$ cat config.mk
export PLATFORM = sky130hd
export DESIGN_NAME = rcg_top
export DESIGN_NICKNAME = d
export VERILOG_FILES = /design/src/rcg_pkg.sv /design/src/rcg_src_select.sv /design/src/rcg_divider.sv /design/src/rcg_top.sv
export VERILOG_INCLUDE_DIRS = /design/src
export SDC_FILE = /design/constraint.sdc
export NUM_CORES = 1
export LEC_CHECK = 0
export BUFFER_PORTS_ARGS = -buffer_cell sky130_fd_sc_hd__buf_2
export CAP_MARGIN = 20
export CORE_ASPECT_RATIO = 0.8
export CORE_UTILIZATION = 55
export CTS_CLUSTER_SIZE = 10
export DETAILED_ROUTE_END_ITERATION = 10
export GPL_TIMING_DRIVEN = 0
export PLACE_DENSITY = 0.82
export SLEW_MARGIN = 20
export SYNTH_ARGS = -nofsm -noshare
export SYNTH_HDL_FRONTEND = slang
export SYNTH_SLANG_ARGS = --single-unit
export TNS_END_PERCENT = 10
$ cat constraint.sdc
create_clock -name pclk -period 5.42 [get_ports pclk]
set_clock_uncertainty 0.1 [all_clocks]
set_input_delay 1.084 -clock pclk [delete_from_list [all_inputs] [get_ports pclk]]
set_output_delay 1.084 -clock pclk [all_outputs]
set_load 0.005 [all_outputs]
$ cat src/rcg_defines.svh
// Register offsets, field positions, reset values and bus timing for the
// reference clock generator.
// Assumes a 12-bit APB byte address and 32-bit data.
`ifndef RCG_DEFINES_SVH
`define RCG_DEFINES_SVH

// ************************************************************
// Register byte addresses
// ************************************************************
`define RCG_CTRL_ADDR   12'h000
`define RCG_TRIM_ADDR   12'h004

// ************************************************************
// Control register fields
// ************************************************************
`define RCG_DIV_HI      30
`define RCG_DIV_LO      16
`define RCG_ON_BIT      15
`define RCG_STOP_IN_IDLE_BIT    13
`define RCG_OE_BIT      12
`define RCG_RUN_IN_SLEEP_BIT    11
`define RCG_SWEN_BIT    9
`define RCG_ACTIVE_BIT  8
`define RCG_SEL_HI      3
`define RCG_SEL_LO      0

// ************************************************************
// Trim register fields
// ************************************************************
`define RCG_TRIM_HI     31
`define RCG_TRIM_LO     23

// ************************************************************
// Reset values and timing
// ************************************************************
`define RCG_CTRL_RESET  32'h0000_0000
`define RCG_TRIM_RESET  32'h0000_0000
`define RCG_APB_WAITS   1

`endif

$ cat src/rcg_pkg.sv
// Types shared by the reference clock generator modules.
// Assumes rcg_defines.svh is compiled alongside.
package rcg_pkg;

	// ************************************************************
	// Source select codes
	// ************************************************************
	typedef enum logic [3:0] {
		RCG_SRC_SYSTEM   = 4'b0000,
		RCG_SRC_PBUS     = 4'b0001,
		RCG_SRC_PRIMARY  = 4'b0010,
		RCG_SRC_FAST_RC  = 4'b0011,
		RCG_SRC_LOW_RC   = 4'b0100,
		RCG_SRC_SECOND   = 4'b0101,
		RCG_SRC_USB_PLL  = 4'b0110,
		RCG_SRC_SYS_PLL  = 4'b0111,
		RCG_SRC_EXT_PIN  = 4'b1000
	} rcg_src_t;

	// ************************************************************
	// Switch handshake states
	// ************************************************************
	typedef enum logic [0:0] {
		RCG_SW_IDLE = 1'b0,
		RCG_SW_PEND = 1'b1
	} rcg_sw_state_t;

	// ************************************************************
	// Divider configuration carried as one unit
	// ************************************************************
	typedef struct packed {
		logic [14:0] div;
		logic [8:0]  trim;
		logic [3:0]  sel;
	} rcg_cfg_t;

endpackage

$ cat src/rcg_src_select.sv
// Source clock selector: synchronises the external source clocks and
// reports rising edges and the level of the selected one.
// Assumes the sources are well below half the pclk rate.
`timescale 1ns/100ps
module rcg_src_select
	import rcg_pkg::*;
#(
	parameter int NUM_EXT = 8
)(
	// Clock and reset
	input  wire logic               pclk,
	input  wire logic               presetn,
	// Source clocks for codes 0001 upward
	input  wire logic [NUM_EXT-1:0] ext_clk_in,
	// Selection
	input  wire logic [3:0]         sel,
	// Selected source
	output logic                    src_edge,
	output logic                    src_level
);

	// ************************************************************
	// Synchronisers
	// ************************************************************
	logic [NUM_EXT-1:0] sync1_reg;  // First stage, read by stage two only
	logic [NUM_EXT-1:0] sync2_reg;  // Usable level
	logic [NUM_EXT-1:0] sync3_reg;  // Delayed level for edge detect
	logic               tog_reg;    // System clock stand-in level

	genvar g;
	generate
		for (g = 0; g < NUM_EXT; g++) begin : g_sync
			// Two flops before any logic looks at the pin
			always_ff @(posedge pclk or negedge presetn) begin
				if (!presetn) begin
					sync1_reg[g] <= 1'b0;
					sync2_reg[g] <= 1'b0;
					sync3_reg[g] <= 1'b0;
				end else begin
					sync1_reg[g] <= ext_clk_in[g];
					sync2_reg[g] <= sync1_reg[g];
					sync3_reg[g] <= sync2_reg[g];
				end
			end
		end
	endgenerate

	// System clock is pclk itself: one edge per cycle, level toggles
	always_ff @(posedge pclk or negedge presetn) begin
		if (!presetn) begin
			tog_reg <= 1'b0;
		end else begin
			tog_reg <= ~tog_reg;
		end
	end

	// ************************************************************
	// Selection; reserved codes give no edges
	// ************************************************************
	wire       sel_ext = (sel != RCG_SRC_SYSTEM) && (sel <= RCG_SRC_EXT_PIN);
	wire [3:0] ext_idx = sel - 4'h1;
	wire [2:0] bit_idx = ext_idx[2:0];
	wire       ext_lvl = sync2_reg[bit_idx];
	wire       ext_edg = sync2_reg[bit_idx] & ~sync3_reg[bit_idx];

	assign src_edge  = (sel == RCG_SRC_SYSTEM) ? 1'b1
		: (sel_ext ? ext_edg : 1'b0);
	assign src_level = (sel == RCG_SRC_SYSTEM) ? tog_reg
		: (sel_ext ? ext_lvl : 1'b0);

	// ************************************************************
	// Checks
	// ************************************************************
	reserved_quiet_a: assert property (
		@(posedge pclk) disable iff (!presetn)
		(sel > RCG_SRC_EXT_PIN) |-> (!src_edge && !src_level))
		else $error("Reserved source code produced an edge");

endmodule

$ cat src/rcg_divider.sv
// Fractional divider: half period of div source edges plus one extra
// edge whenever the trim accumulator overflows 512.
// Assumes cfg changes only in the cycle that load_done is high.
`timescale 1ns/100ps
module rcg_divider
	import rcg_pkg::*;
(
	// Clock and reset
	input  wire logic     pclk,
	input  wire logic     presetn,
	// Control
	input  wire logic     run,
	input  wire rcg_cfg_t cfg,
	input  wire logic     load_req,
	// Source
	input  wire logic     src_edge,
	input  wire logic     src_level,
	// Result
	output logic          clk_out,
	output logic          load_done
);

	// ************************************************************
	// State
	// ************************************************************
	logic [14:0] cnt_reg;    // Source edges in this half period
	logic [8:0]  acc_reg;    // Trim accumulator
	logic        extra_reg;  // Stretch this half period by one edge
	logic        clk_reg;    // Generated clock

	// ************************************************************
	// Half period decode
	// ************************************************************
	wire        pass     = (cfg.div == 15'h0000);
	wire [15:0] target   = {1'b0, cfg.div} + {15'h0000, extra_reg};
	wire [15:0] cnt_inc  = {1'b0, cnt_reg} + 16'h0001;
	wire        half_end = run && !pass && src_edge && (cnt_inc >= target);
	wire [9:0]  acc_sum  = {1'b0, acc_reg} + {1'b0, cfg.trim};
	// Switch only when stopped or as a high half period ends (undivided: while the source is low), so no runt pulse escapes
	wire        boundary = !run
		|| (pass ? !src_level : (half_end && clk_reg));

	assign load_done = load_req && boundary;
	assign clk_out   = clk_reg;

	// Divider counters and output
	always_ff @(posedge pclk or negedge presetn) begin
		if (!presetn) begin
			cnt_reg   <= 15'h0000;
			acc_reg   <= 9'h000;
			extra_reg <= 1'b0;
			clk_reg   <= 1'b0;
		end else if (!run) begin
			// Stopped: output low, restart cleanly
			cnt_reg   <= 15'h0000;
			acc_reg   <= 9'h000;
			extra_reg <= 1'b0;
			clk_reg   <= 1'b0;
		end else if (pass) begin
			// Undivided: follow the source
			cnt_reg   <= 15'h0000;
			acc_reg   <= 9'h000;
			extra_reg <= 1'b0;
			clk_reg   <= src_level;
		end else if (load_done) begin
			// Falling boundary with new settings
			cnt_reg   <= 15'h0000;
			acc_reg   <= 9'h000;
			extra_reg <= 1'b0;
			clk_reg   <= 1'b0;
		end else if (half_end) begin
			cnt_reg   <= 15'h0000;
			acc_reg   <= acc_sum[8:0];
			extra_reg <= acc_sum[9];
			clk_reg   <= ~clk_reg;
		end else if (src_edge) begin
			cnt_reg   <= cnt_inc[14:0];
		end
	end

	// ************************************************************
	// Checks
	// ************************************************************
	toggle_count_a: assert property (
		@(posedge pclk) disable iff (!presetn)
		(run && $past(run) && !pass && !load_req && $changed(clk_reg)
		 && cfg.trim == 9'h000 && $stable(cfg))
		|-> ($past(cnt_reg) == cfg.div - 15'h0001))
		else $error("Half period differs from the divider value");

endmodule

$ cat src/rcg_top.sv
// Reference clock generator: APB registers, switch handshake, power
// mode gating and output pin drive around the selector and divider.
// Assumes the power controller and APB master share pclk; source clock
// pins are asynchronous and are synchronised inside the selector.
//
// Added by the designer: the APB interface to the registers and the address map.
`timescale 1ns/100ps
`include "rcg_defines.svh"
module rcg_top
	import rcg_pkg::*;
#(
	parameter int NUM_EXT = 8
)(
	// APB clock and reset
	input  wire logic               pclk,
	input  wire logic               presetn,
	// APB slave
	input  wire logic               psel,
	input  wire logic               penable,
	input  wire logic               pwrite,
	input  wire logic [11:0]        paddr,
	input  wire logic [31:0]        pwdata,
	output logic [31:0]             prdata,
	output logic                    pready,
	output logic                    pslverr,
	// Power mode inputs, same clock domain
	input  wire logic               wait_executed,
	input  wire logic               sleep_on_wait_select,
	// Source clocks, codes 0001 to 1000 in order
	input  wire logic [NUM_EXT-1:0] ext_clk_in,
	// Reference clock outputs
	output logic                    ref_clock_out_pin,
	output logic                    ref_clock_out_oe_n,
	output logic                    ref_clock_internal
);

	// ************************************************************
	// Address decode
	// ************************************************************
	// Shared decode of one register address
	function automatic logic addr_hit(input logic [11:0] a,
		input logic [11:0] reg_addr);
		addr_hit = (a[11:2] == reg_addr[11:2]);
	endfunction

	wire setup_ph = psel && !penable;              // APB setup cycle
	wire access   = psel && penable && pready;     // Transfer completes
	wire hit_ctrl = addr_hit(paddr, `RCG_CTRL_ADDR);
	wire hit_trim = addr_hit(paddr, `RCG_TRIM_ADDR);
	wire ctrl_wr  = access && pwrite && hit_ctrl;
	wire trim_wr  = access && pwrite && hit_trim;
	wire swen_set = ctrl_wr && pwdata[`RCG_SWEN_BIT];

	// ************************************************************
	// Software-visible registers
	// ************************************************************
	logic          on_reg;      // Module enable
	logic          stop_in_idle_reg;    // Stop in idle
	logic          oe_reg;      // Drive pin
	logic          run_in_sleep_reg;    // Run in sleep
	logic          swen_reg;    // Switch in progress
	logic          active_reg;  // Clock request status
	logic [14:0]   div_reg;     // Written divider value
	logic [3:0]    sel_reg;     // Written source code
	logic [8:0]    trim_reg;    // Written trim value
	rcg_cfg_t      act_reg;     // Settings in use by the divider
	rcg_sw_state_t sw_state_reg;
	rcg_sw_state_t sw_state_next;

	// ************************************************************
	// Power mode decode
	// ************************************************************
	wire sleep_mode = wait_executed && sleep_on_wait_select;
	wire idle_mode  = wait_executed && !sleep_on_wait_select;
	// System and bus clocks die in sleep, so run-in-sleep is moot there
	wire sel_core   = (act_reg.sel == RCG_SRC_SYSTEM)
		|| (act_reg.sel == RCG_SRC_PBUS);
	wire sleep_ok   = run_in_sleep_reg && !sel_core;
	wire run        = on_reg
		&& !(idle_mode && stop_in_idle_reg)
		&& !(sleep_mode && !sleep_ok);

	// ************************************************************
	// Submodules
	// ************************************************************
	wire      src_edge;
	wire      src_level;
	wire      div_clk;
	wire      load_done;
	wire      load_req = (sw_state_reg == RCG_SW_PEND);
	rcg_cfg_t shadow;

	assign shadow = '{div: div_reg, trim: trim_reg, sel: sel_reg};

	rcg_src_select #(
		.NUM_EXT    (NUM_EXT)
	) u_src (
		.pclk       (pclk),
		.presetn    (presetn),
		.ext_clk_in (ext_clk_in),
		.sel        (act_reg.sel),
		.src_edge   (src_edge),
		.src_level  (src_level)
	);

	rcg_divider u_div (
		.pclk      (pclk),
		.presetn   (presetn),
		.run       (run),
		.cfg       (act_reg),
		.load_req  (load_req),
		.src_edge  (src_edge),
		.src_level (src_level),
		.clk_out   (div_clk),
		.load_done (load_done)
	);

	// ************************************************************
	// Switch handshake
	// ************************************************************
	// A set landing on the completing cycle starts a fresh switch
	always_comb begin
		sw_state_next = sw_state_reg;
		case (sw_state_reg)
			RCG_SW_IDLE: begin
				if (swen_set) begin
					sw_state_next = RCG_SW_PEND;
				end
			end
			RCG_SW_PEND: begin
				if (load_done && !swen_set) begin
					sw_state_next = RCG_SW_IDLE;
				end
			end
			default: begin
				sw_state_next = RCG_SW_IDLE;
			end
		endcase
	end

	// State and switch flag
	always_ff @(posedge pclk or negedge presetn) begin
		if (!presetn) begin
			sw_state_reg <= RCG_SW_IDLE;
			swen_reg     <= 1'b0;
		end else begin
			sw_state_reg <= sw_state_next;
			swen_reg     <= (sw_state_next == RCG_SW_PEND);
		end
	end

	// Settings in use: follow writes while off, else only on a switch.
	// Changing them while the request is active is left to software.
	always_ff @(posedge pclk or negedge presetn) begin
		if (!presetn) begin
			act_reg <= '0;
		end else if (!on_reg || load_done) begin
			act_reg <= shadow;
		end
	end

	// ************************************************************
	// Register writes
	// ************************************************************
	// Control register fields
	always_ff @(posedge pclk or negedge presetn) begin
		if (!presetn) begin
			on_reg   <= 1'(`RCG_CTRL_RESET >> `RCG_ON_BIT);
			stop_in_idle_reg <= 1'b0;
			oe_reg   <= 1'b0;
			run_in_sleep_reg <= 1'b0;
			div_reg  <= 15'h0000;
			sel_reg  <= 4'h0;
		end else if (ctrl_wr) begin
			on_reg   <= pwdata[`RCG_ON_BIT];
			stop_in_idle_reg <= pwdata[`RCG_STOP_IN_IDLE_BIT];
			oe_reg   <= pwdata[`RCG_OE_BIT];
			run_in_sleep_reg <= pwdata[`RCG_RUN_IN_SLEEP_BIT];
			div_reg  <= pwdata[`RCG_DIV_HI:`RCG_DIV_LO];
			sel_reg  <= pwdata[`RCG_SEL_HI:`RCG_SEL_LO];
		end
	end

	// Trim register
	always_ff @(posedge pclk or negedge presetn) begin
		if (!presetn) begin
			trim_reg <= 9'h000;
		end else if (trim_wr) begin
			trim_reg <= pwdata[`RCG_TRIM_HI:`RCG_TRIM_LO];
		end
	end

	// ************************************************************
	// Read data and APB answer
	// ************************************************************
	wire [31:0] ctrl_rd = {1'b0, div_reg, on_reg, 1'b0, stop_in_idle_reg,
		oe_reg, run_in_sleep_reg, 1'b0, swen_reg, active_reg, 4'h0,
		sel_reg};
	wire [31:0] trim_rd = {trim_reg, 23'h00_0000};
	wire [31:0] rd_mux  = hit_ctrl ? ctrl_rd
		: (hit_trim ? trim_rd : 32'h0000_0000);
	wire        bad_adr = !hit_ctrl && !hit_trim;

	// One wait-free access: answer prepared during setup
	always_ff @(posedge pclk or negedge presetn) begin
		if (!presetn) begin
			pready  <= 1'b0;
			pslverr <= 1'b0;
			prdata  <= 32'h0000_0000;
		end else begin
			pready  <= setup_ph;
			pslverr <= setup_ph && bad_adr;
			prdata  <= (setup_ph && !pwrite) ? rd_mux : 32'h0000_0000;
		end
	end

	// ************************************************************
	// Status and outputs
	// ************************************************************
	// Request status mirrors the run condition; pin gated by drive bit
	always_ff @(posedge pclk or negedge presetn) begin
		if (!presetn) begin
			active_reg         <= 1'b0;
			ref_clock_out_pin  <= 1'b0;
			ref_clock_out_oe_n <= 1'b1;
			ref_clock_internal <= 1'b0;
		end else begin
			active_reg         <= run;
			ref_clock_out_pin  <= div_clk && oe_reg;
			ref_clock_out_oe_n <= !oe_reg;
			ref_clock_internal <= div_clk;
		end
	end

	// ************************************************************
	// Checks
	// ************************************************************
	off_quiet_a: assert property (
		@(posedge pclk) disable iff (!presetn)
		!on_reg ##1 !on_reg |=> !ref_clock_internal)
		else $error("Reference clock runs while disabled");

	idle_stop_a: assert property (
		@(posedge pclk) disable iff (!presetn)
		(idle_mode && stop_in_idle_reg) |=> !div_clk ##1 !ref_clock_internal)
		else $error("Generator not halted in Idle");

	pin_gate_a: assert property (
		@(posedge pclk) disable iff (!presetn)
		!oe_reg |=> (!ref_clock_out_pin && ref_clock_out_oe_n))
		else $error("Pin driven while drive bit clear");

	sleep_gate_a: assert property (
		@(posedge pclk) disable iff (!presetn)
		(sleep_mode && !run_in_sleep_reg) |=> !div_clk)
		else $error("Output runs in Sleep without run-in-sleep");

	sleep_core_a: assert property (
		@(posedge pclk) disable iff (!presetn)
		(sleep_mode && sel_core) |=> !div_clk)
		else $error("Core clock source kept running in Sleep");

	pend_hold_a: assert property (
		@(posedge pclk) disable iff (!presetn)
		(on_reg && ctrl_wr && pwdata[`RCG_ON_BIT] && !swen_set
		 && !load_req) |=> $stable(act_reg))
		else $error("Divider or source applied without switch");

	trim_hold_a: assert property (
		@(posedge pclk) disable iff (!presetn)
		(on_reg && trim_wr && !load_req && !swen_set)
		|=> (act_reg.trim == $past(act_reg.trim)))
		else $error("Trim applied without switch");

	swen_clear_a: assert property (
		@(posedge pclk) disable iff (!presetn)
		(load_done && !swen_set) |=> (!swen_reg && !load_req))
		else $error("Switch flag not cleared after switch");

	swen_set_a: assert property (
		@(posedge pclk) disable iff (!presetn)
		(swen_set && on_reg && run && !load_done) |=> swen_reg)
		else $error("Switch flag lost on set");

	active_mirror_a: assert property (
		@(posedge pclk) disable iff (!presetn)
		run |=> active_reg)
		else $error("Request status does not follow run");

	ctrl_zero_a: assert property (
		@(posedge pclk) disable iff (!presetn)
		(setup_ph && !pwrite && hit_ctrl) |=>
		(prdata[7:4] == 4'h0 && !prdata[10] && !prdata[14] && !prdata[31]))
		else $error("Unimplemented control bits read nonzero");

	trim_read_a: assert property (
		@(posedge pclk) disable iff (!presetn)
		(setup_ph && !pwrite && hit_trim) |=>
		(prdata == {$past(trim_reg), 23'h00_0000}))
		else $error("Trim read does not show trim value");

	switch_cov: cover property (
		@(posedge pclk) disable iff (!presetn)
		swen_set ##[1:200] load_done);

	pin_cov: cover property (
		@(posedge pclk) disable iff (!presetn)
		oe_reg && $rose(ref_clock_out_pin));

	sleep_cov: cover property (
		@(posedge pclk) disable iff (!presetn)
		sleep_mode && sleep_ok && $rose(div_clk));

endmodule

After elaboration in Yosys (flattened, before gate mapping):

Index checks and enable logic that the tools add are counted.

* $add $sub $neg: 4
* order comparisons: 3
* equality and inequality tests: 4
* mux-type cells: 32
* bitwise operators: 5
* reduce and logical (&&, ||, !) cells: 47

Operators with widths (count)
* 32-bit two-way mux: 3
* 15-bit two-way mux: 5
* 9-bit two-way mux: 4
* 1-bit logical AND: 25
* 1-bit two-way mux: 17
* 15-bit by 1-bit adder with 16-bit output: 1
* 15-bit by 1-bit adder with 16-bit output (second input constant): 1
* 16-bit greater-or-equal comparator: 1
* 1-bit zero test: 15
* 15-bit zero test: 1
* 9-bit by 9-bit adder with 10-bit output: 1
* 10-bit by 1-bit equality test with 1-bit output (second input constant): 1
* 10-bit zero test: 1
* 1-bit binary-select mux with 3-bit select: 2
* 5-bit by 1-bit != test with 1-bit output (second input constant): 1
* 4-bit by 1-bit equality test with 1-bit output (second input constant): 1
* 4-bit <= comparator (second input constant): 1
* 4-bit zero test: 1
* 3-bit by 4-bit < comparator with 1-bit output (second input constant): 1
* 4-bit by 1-bit != test with 1-bit output (second input constant): 1
* 1-bit NOT: 4
* 4-bit nonzero test: 1
* 1-bit logical OR: 3
* 3-bit by 1-bit subtractor with 3-bit output (second input constant): 1
* 2 further kinds: 2

* bits in registers: 150
* input bits: 59
* output and inout bits: 37
* logic and storage cells: 142

Depth between registers and ports, before layout:

Gate-level depths: netlist of run 1.

* depth in word-level cells: 18
* depth in mapped cells: 15
* gate-level depth less buffers: 14

Modules after synthesis:

A second synthesis of run 1 with hierarchy kept.

* cells, all modules: 541
* area, all modules: 6766.5 um^2

Modules (own cells, without submodules)
* rcg_top: instances 1, cells each 225, area each 3525.9 um^2, seq. area each 2328.5 um^2
* rcg_divider: instances 1, cells each 269, area each 2376.0 um^2, seq. area each 650.6 um^2
* rcg_src_select: instances 1, cells each 47, area each 864.6 um^2, seq. area each 625.6 um^2

Worst setup path after synthesis of run 1:

OpenSTA, ideal clock, no wires.

* path type: register to register
* start: register u_div.cnt_reg[0]
* end: register u_div.cnt_reg[4]
* setup time: 76 ps
* arrival time: 3600 ps
* data required time: 5244 ps
* slack: 1643 ps
* stages on the path, launching flop included: 15
* path buffers: 1
* clock period less this slack: 3777 ps
* cell sequence: dfrtp_1 -> ha_1 -> nand3_1 -> or2_2 -> nor3_1 -> nand3_1 -> xnor2_1 -> ha_1 -> a21o_1 -> a21o_1 -> a221o_1 -> or3_4 -> buf_6 -> or4_1 -> o21ai_1

* longest elaborated chain between the ends: 10
* elaborated cells between the ends (all ways): 13
* classes of those cells: 1 x add/sub; 1 x order compare; 1 x eq/ne; 6 x mux; 4 x reduce/logical

Ends and longest elaborated chain
* from (decl): line rcg_divider.sv:26 `logic [14:0] cnt_reg;`
* from (signal assigned): line rcg_divider.sv:77 `cnt_reg <= cnt_inc[14:0];`
* 15-bit by 1-bit adder with 16-bit output *: line rcg_divider.sv:36 `wire [15:0] cnt_inc = {1'b0, cnt_reg} + 16'h0001;`
* 16-bit greater-or-equal comparator: line rcg_divider.sv:37 `wire half_end = run && !pass && src_edge && (cnt_inc >= target);`
* 1-bit logical AND: line rcg_divider.sv:37
* 1-bit logical AND: line rcg_divider.sv:41 `|| (pass ? !src_level : (half_end && clk_reg));`
* 1-bit two-way mux: line rcg_divider.sv:41
* 1-bit logical OR: line rcg_divider.sv:41
* 1-bit logical AND: line rcg_divider.sv:43 `assign load_done = load_req && boundary;`
* 15-bit two-way mux: line rcg_divider.sv:65 `end else if (load_done) begin`
* 15-bit two-way mux: line rcg_divider.sv:59 `end else if (pass) begin`
* 15-bit two-way mux: line rcg_divider.sv:53 `end else if (!run) begin`

Every way passes the cells marked *; elsewhere a longest branch is shown, timed or not. The select of a mux whose other input is x is not followed.
A chain may end at the register's enable or synchronous reset.

Worst setup path after layout of run 1:

* start: register u_div.cnt_reg[0]
* end: register act_reg[1] (netlist name)

* longest elaborated chain between the ends: 8

Ends and longest elaborated chain
* 15-bit by 1-bit adder with 16-bit output: line rcg_divider.sv:36
* 16-bit greater-or-equal comparator: line rcg_divider.sv:37
* 1-bit logical AND: line rcg_divider.sv:37
* 1-bit logical AND: line rcg_divider.sv:41
* 1-bit two-way mux: line rcg_divider.sv:41
* 1-bit logical OR: line rcg_divider.sv:41
* 1-bit logical AND: line rcg_divider.sv:43
* 1-bit logical OR: line rcg_top.sv:157 `end else if (!on_reg || load_done) begin`
* to (signal assigned): line rcg_top.sv:158 `act_reg <= shadow;`
* to (decl): line rcg_top.sv:66 `rcg_cfg_t act_reg;`

No other way between the ends.

==> metrics.cfg, run 1 <==
[clock_network]
ctsHoldBuffers=0
cts_sinks=144
cts_max_level=4
clock_latency_ns=0.42
post_cts_resized=0
cts_tree=done
cts_root_buf=clkbuf_16
numCtsBuffers=17
clk_pin_slew_ns=0.06
cts_setup_buffers=0
clk_path_buf_depth=2

[synthesis]
synth_edf_count=0
ys_warn_count=0
post-synth-top-area-fraction=0.5288
synth.area.top_cells=dfrtp_1 53%, mux2_2 6.7%, ha_1 5.7%
postSynth.asyncResetShare=1.000
ys_seq_area_frac=0.5327
avgSynthCellArea_um2=11.87
synth_flop_cell=dfrtp_1
syn_area_mm2=0.006766
postSynthCellCount=570
synthDistinctLibCells=52
yosysTopAreaCell=dfrtp_1
ys_seq_elements=144

[timing]
finalHoldViolCount=0
maxSlewViolCount=0
fin_crit_ns=4.493
rsz0062_at_grt=no
worst_pin_slew_ns=0.9259
final-setup-viol-count=0
fmax_ghz=0.2226
tns_ns=0
relSlewSlack=0.3805
period_share=0.8289

[cells_and_area]
final_util=0.6853
nets=766
drive_gt1_frac=0.2587
antennaDiodeCount=0
largest_register_ffs=28
areaGrowthSynthToFinish_pct=18.86
fin_area_mm2=0.008043

[floorplanning]
initial_core_util=0.5765
dieWidth_um=126.0
ios=96
die_h_um=101.2
core_mm2=0.01174
row_count=35
dieArea_mm2=0.01275

[drt]
remaining_drc_errors=0
drt_iter0_markers=473
wl_mm=15.53
drtAntennaViolNets=0
avgViaCountPerCell=5.882
vias=4917
wire_per_inst_um=18.58
drt_pass1_iterations=5

[global_routing]
first_global_vias=5114
use_met2=0.4462
use_met3=0.05758
overflow=0
grt_max_degree=84
grt_usage=0.2656
grtUsageMet1=0.3339
antenna_found_initial=0
grt.busiest_layer=met2
grt_pass1_wl_mm=25.83

[power]
switching_share=0.2169
cellLeakagePower_nw=3.920
clkPwrFrac=0.517
p_sw_mw=0.5180
p_int_mw=1.870
ir_worst_vdd_mv=0.3175
pwr-share-comb=0.027
p_per_area_mw_per_mm2=296.9
seqPwrFrac=0.456

[flow_run]
max-cap-violations=0

[placed_design]
routabilityCongestion=0.8887
port_buffers=80
placed_cell_area_mm2=0.007413
place_hpwl_mm=10.93

[min_path]
hp-class=reg2reg

[worst_setup_path]
endpoint_kind=flop
required_ns=5.61
arrival_ns=4.69
critPathKind=reg2reg
worstPathMaxFanout=10
worstSetupStartpointType=flop

[status]
status=complete, no violations

routing by layer:
| layer | vias to the layer above | routed length [um] |
|---|---|---|
| met5 | - | 0 |
| met4 | 0 | 480 |
| met3 | 32 | 706 |
| met2 | 159 | 7729 |
| met1 | 2484 | 6618 |
| li1 | 2242 | - |
worst max-delay path: stages (launching register included):
cell	delay, ns
dfrtp_1	0.44
ha_1	0.25
nand3_1	0.17
or2_2	0.38
nor3_1	0.54
nand3_1	0.24
xnor2_1	0.21
ha_1	0.22
a21o_1	0.18
a21o_1	0.17
a221o_1	0.39
o21bai_2	0.28
o211ai_4	0.24
buf_6	0.23
mux2_1	0.33
layout make-up:
type                            count  area, um^2
Inverter                           19       71.32
Buffer                             27       157.7
Timing Repair Buffer               81       437.9
Clock buffer                       19       452.9
Fill cell                         823        3694
Clock inverter                     13       176.4
Multi-Input combinational cell    385        2957
Sequential cell                   144        3605
Tap cell                          148       185.2
cells in the final DEF (no fill, tap or decap), types with 6 or more instances in the layout:
master     netlist  layout
a21oi_1         28      28
o21ai_1          7       7
nand3_1         30      30
buf_2            0      79
nor4_1           6       6
mux2_1          20      20
nor2_1          21      21
mux2_2          40      40
o21ai_0         12      12
clkbuf_1        15      15
a22o_1           8       8
or4_1           12      12
clkbuf_16        0      17
ha_1            31      31
and2_1          18      18
nand2_1         39      39
dfrtp_1        143     143
xor2_1          16      16
xnor2_1         19      19
inv_1           19      19
conb_1           1       6
buf_4            7       7
nor3_1          11      10
o41ai_1          6       6
power groups by stage:
stage          registers, mW  logic [mW]  clock network, mW
2_1_floorplan           1.11      0.0167                  0
3_3_place_gp            1.11      0.0577                  0
3_5_place_dp            1.11      0.0637                  0
4_1_cts                 1.09      0.0644               1.25
5_1_grt                 1.09      0.0713               1.29
6_report                1.09      0.0633               1.24
per-stage QoR:
| stage | hold slack [ns] | total power, mW | instances | worst slack, ns |
|---|---|---|---|---|
| after global routing | 0.2599 | 2.456 | 836 | 0.7214 |
| final | 0.2503 | 2.388 | 836 | 0.9274 |
| after detailed placement | 0.2358 | 1.173 | 804 | 0.9899 |
| after floorplan | 0.2312 | 1.125 | 575 | 1.643 |
| after global placement | 0.2359 | 1.166 | 803 | 1.106 |
| after CTS | 0.2495 | 2.401 | 836 | 0.9584 |
logic make-up (layout without fill, tap and decap cells):
kind of cell | count (synthesis) | after routing | synth area share
AND/OR/NAND/NOR | 160 | 160 | 0.1226
other | 1 | 6 | 0.0005542
multiplexers | 68 | 68 | 0.1191
XOR/XNOR | 35 | 35 | 0.04530
adder cells (fa/ha/maj) | 32 | 32 | 0.06028
buffers and inverters | 46 | 159 | 0.03384
AO/OA/AOI/OAI | 84 | 84 | 0.08561
flip-flops | 144 | 144 | 0.5327
synthesized netlist by cell type, types with 2 or more instances:
cell type and number:
nand2_1 39, o211ai_1 2, o21ai_0 12, or4_1 12
mux4_2 4, o21ai_1 7, nor4_1 6, o22ai_1 2
and3_1 4, or3_1 3, o21a_1 2, mux2i_1 4
o41ai_1 6, ha_1 31, mux2_1 20, xor2_1 16
o31ai_1 3, and2_1 18, xnor2_1 19, inv_1 19
nand2b_1 3, clkbuf_1 15, nand4_1 5, a22o_1 8
nand3_1 30, buf_4 7, a21oi_1 28, and4_1 3
dfrtp_1 143, or2_2 2, nor2_1 21, buf_6 4
nor3_1 11, o21bai_1 2, a21o_1 3, mux2_2 40
worst paths after layout:
check                                   start                 end  slack (ns)  depth (start not counted)
setup / recovery             u_div.cnt_reg[0]          act_reg[1]        0.93                         14
hold / removal             u_src.sync1_reg[4]  u_src.sync2_reg[4]        0.25                          0
setup reg to reg             u_div.cnt_reg[0]          act_reg[1]        0.93                         14
hold reg to reg            u_src.sync1_reg[4]  u_src.sync2_reg[4]        0.25                          0
max in group asynchronous             presetn  ref_clock_out_oe_n        3.94                          2
min in group asynchronous             presetn  u_src.sync3_reg[3]        0.49                          1
(Power assumes the default switching activity.)
==> inputs of run 2 (changes only) <==
==> constraint.sdc (replaced) <==
create_clock -name pclk -period 4.6 [get_ports pclk]
set_clock_uncertainty 0.1 [all_clocks]
set_input_delay 0.92 -clock pclk [delete_from_list [all_inputs] [get_ports pclk]]
set_output_delay 0.92 -clock pclk [all_outputs]
set_load 0.005 [all_outputs]
==> run 2 against run 1 <==
Wire length down 0.13%; hold slack worse by 0.0014 ns; sequential power up 17%; sequential cell count unchanged; sequential share of layout area about the same; critical endpoint unchanged; highest routed layer unchanged.
==> metrics.cfg, run 2 (synthesis results as in run 1) <==
[worst_setup_path]
critPathKind=reg2reg  ; unchanged
worstSetupStartpointType=flop  ; unchanged
arrival_ns=4.51  ; was 4.69 ns
worstPathMaxFanout=10  ; unchanged
endpoint_kind=flop  ; unchanged
required_ns=4.79  ; was 5.61 ns

[power]
switching_share=0.2175  ; was 0.2169
pwr-share-comb=0.026  ; was 0.027
ir_worst_vdd_mv=0.3762  ; was 0.3175 mV
cellLeakagePower_nw=3.920  ; about the same
p_sw_mw=0.6127  ; was 0.5180 mW
p_per_area_mw_per_mm2=349.9  ; was 296.9 mW/mm^2
clkPwrFrac=0.518  ; was 0.517
seqPwrFrac=0.456  ; about the same
p_int_mw=2.204  ; was 1.870 mW

[timing]
fin_crit_ns=4.313  ; was 4.493 ns
tns_ns=0  ; unchanged
rsz0062_at_grt=no  ; unchanged
hold_ws_ns=0.2489  ; was 0.2503 ns
period_share=0.9377  ; was 0.8289
finalHoldViolCount=0  ; unchanged
worst_pin_slew_ns=0.9196  ; was 0.9259 ns
final-setup-viol-count=0  ; unchanged
fmax_ghz=0.2318  ; was 0.2226 GHz
maxSlewViolCount=0  ; unchanged
relSlewSlack=0.3847  ; was 0.3805

[drt]
drtAntennaViolNets=0  ; unchanged
top_layer_used=met4  ; unchanged
m1WireLength_mm=6.545  ; was 6.618 mm
avgViaCountPerCell=5.880  ; was 5.882
dr_wl_met2_mm=7.753  ; was 7.729 mm
wl_met3_um=740  ; was 706 um
wl_mm=15.51  ; was 15.53 mm
drt_iter0_markers=468  ; was 473
drt_pass1_iterations=6  ; was 5
wire_per_inst_um=18.56  ; was 18.58 um
vias=4916  ; was 4917
remaining_drc_errors=0  ; unchanged

[clock_network]
cts_setup_buffers=0  ; unchanged
cts_root_buf=clkbuf_16  ; unchanged
numCtsBuffers=17  ; unchanged
cts_sinks=144  ; unchanged
clock_latency_ns=0.42  ; about the same
clk_pin_slew_ns=0.06  ; about the same
cts_max_level=4  ; unchanged
clk_path_buf_depth=2  ; unchanged
cts_tree=done  ; unchanged

[floorplanning]
core_mm2=0.01174  ; unchanged
initial_core_util=0.5765  ; unchanged
row_count=35  ; unchanged
die_h_um=101.2  ; unchanged
dieArea_mm2=0.01275  ; unchanged
ios=96  ; unchanged
dieWidth_um=126.0  ; unchanged

[placed_design]
port_buffers=80  ; unchanged
dp.cells=804  ; unchanged
place_hpwl_mm=10.93  ; unchanged
routabilityCongestion=0.8887  ; unchanged
placed_cell_area_mm2=0.007413  ; unchanged

[status]
status=complete, no violations  ; unchanged

[global_routing]
grt_usage=0.2656  ; unchanged
first_global_vias=5114  ; unchanged
overflow=0  ; unchanged
grt_max_degree=84  ; unchanged
antenna_found_initial=0  ; unchanged
grt_pass1_wl_mm=25.83  ; unchanged

[cells_and_area]
final_common_cell=dfrtp_1  ; unchanged
layout_common_cells=143 x dfrtp_1, 79 x buf_2, 40 x mux2_2  ; unchanged
fin_area_mm2=0.008048  ; was 0.008043 mm^2
areaGrowthSynthToFinish_pct=18.93  ; was 18.86%
nets=766  ; unchanged
nFillCells=824  ; was 823
final_cells=836  ; unchanged
largest_register_ffs=28  ; unchanged
antennaDiodeCount=0  ; unchanged
drive_gt1_frac=0.2602  ; was 0.2587

[flow_run]
max-cap-violations=0  ; unchanged

[min_path]
hp-class=reg2reg  ; unchanged

==> run 2: final cells by class <==
cell class	instances	area, um^2	share of cell area
clock buffer	19	452.9	0.05628
inverter	19	71.32	0.008862
buffer	27	157.7	0.01959
tap	148	185.2	0.02301
timing repair buffer	81	437.9	0.05442
clock inverter	13	176.4	0.02192
multi-input combinational	385	2962	0.3680
sequential	144	3605	0.4479
==> run 2: repair_timing <==
| action | CTS | global route |
|---|---|---|
| setup endpoints to repair | 0 | 31 |
| hold buffers | 0 | 0 |
| resized for setup | 0 | 1 |
==> run 2: path summary, 6_finish.rpt <==
kind | startpoint | endpoint | slack (ns) | depth (start not counted)
setup / recovery | u_div.cnt_reg[0] | act_reg[1] | 0.29 | 14
max in group asynchronous | presetn | div_reg[1] | 3.30 | 2
hold reg to reg | u_src.sync1_reg[4] | u_src.sync2_reg[4] | 0.25 | 0
min in group asynchronous | presetn | u_src.sync3_reg[3] | 0.33 | 1
setup reg to reg | u_div.cnt_reg[0] | act_reg[1] | 0.29 | 14
hold / removal | u_src.sync1_reg[4] | u_src.sync2_reg[4] | 0.25 | 0
==> run 2: metal layers <==
layer  up-vias  global-route usage
met5         -                   0
met4         0              0.1251
met3        33             0.05758
met2       166              0.4462
met1      2478              0.3339
li1       2239                   -
==> run 2: critical path, stage by stage (launching register included) <==
cell	delay [ns]
dfrtp_1	0.44
ha_1	0.25
nand3_1	0.17
or2_2	0.39
nor3_2	0.40
nand3_1	0.20
xnor2_1	0.20
ha_1	0.22
a21o_1	0.18
a21o_1	0.17
a221o_1	0.39
o21bai_2	0.28
o211ai_4	0.23
buf_6	0.23
mux2_1	0.33
==> run 2: through the flow <==
step                power [mW]  setup WS [ns]    util
detailed placement       1.382         0.1699  0.6317
global placement         1.374         0.2862  0.6280
floorplan                1.325         0.8231       -
finish                   2.816         0.2866  0.6857
global route             2.894        0.07599  0.6857
CTS                      2.829         0.1384  0.6853
==> run 2: power by group through the flow <==
stage	clock, mW	combinational, mW	sequential (mW)
floorplan	0	0.0196	1.31
global placement	0	0.0679	1.31
detailed placement	0	0.0750	1.31
CTS	1.47	0.0758	1.28
global route	1.53	0.0840	1.28
finish	1.46	0.0745	1.28
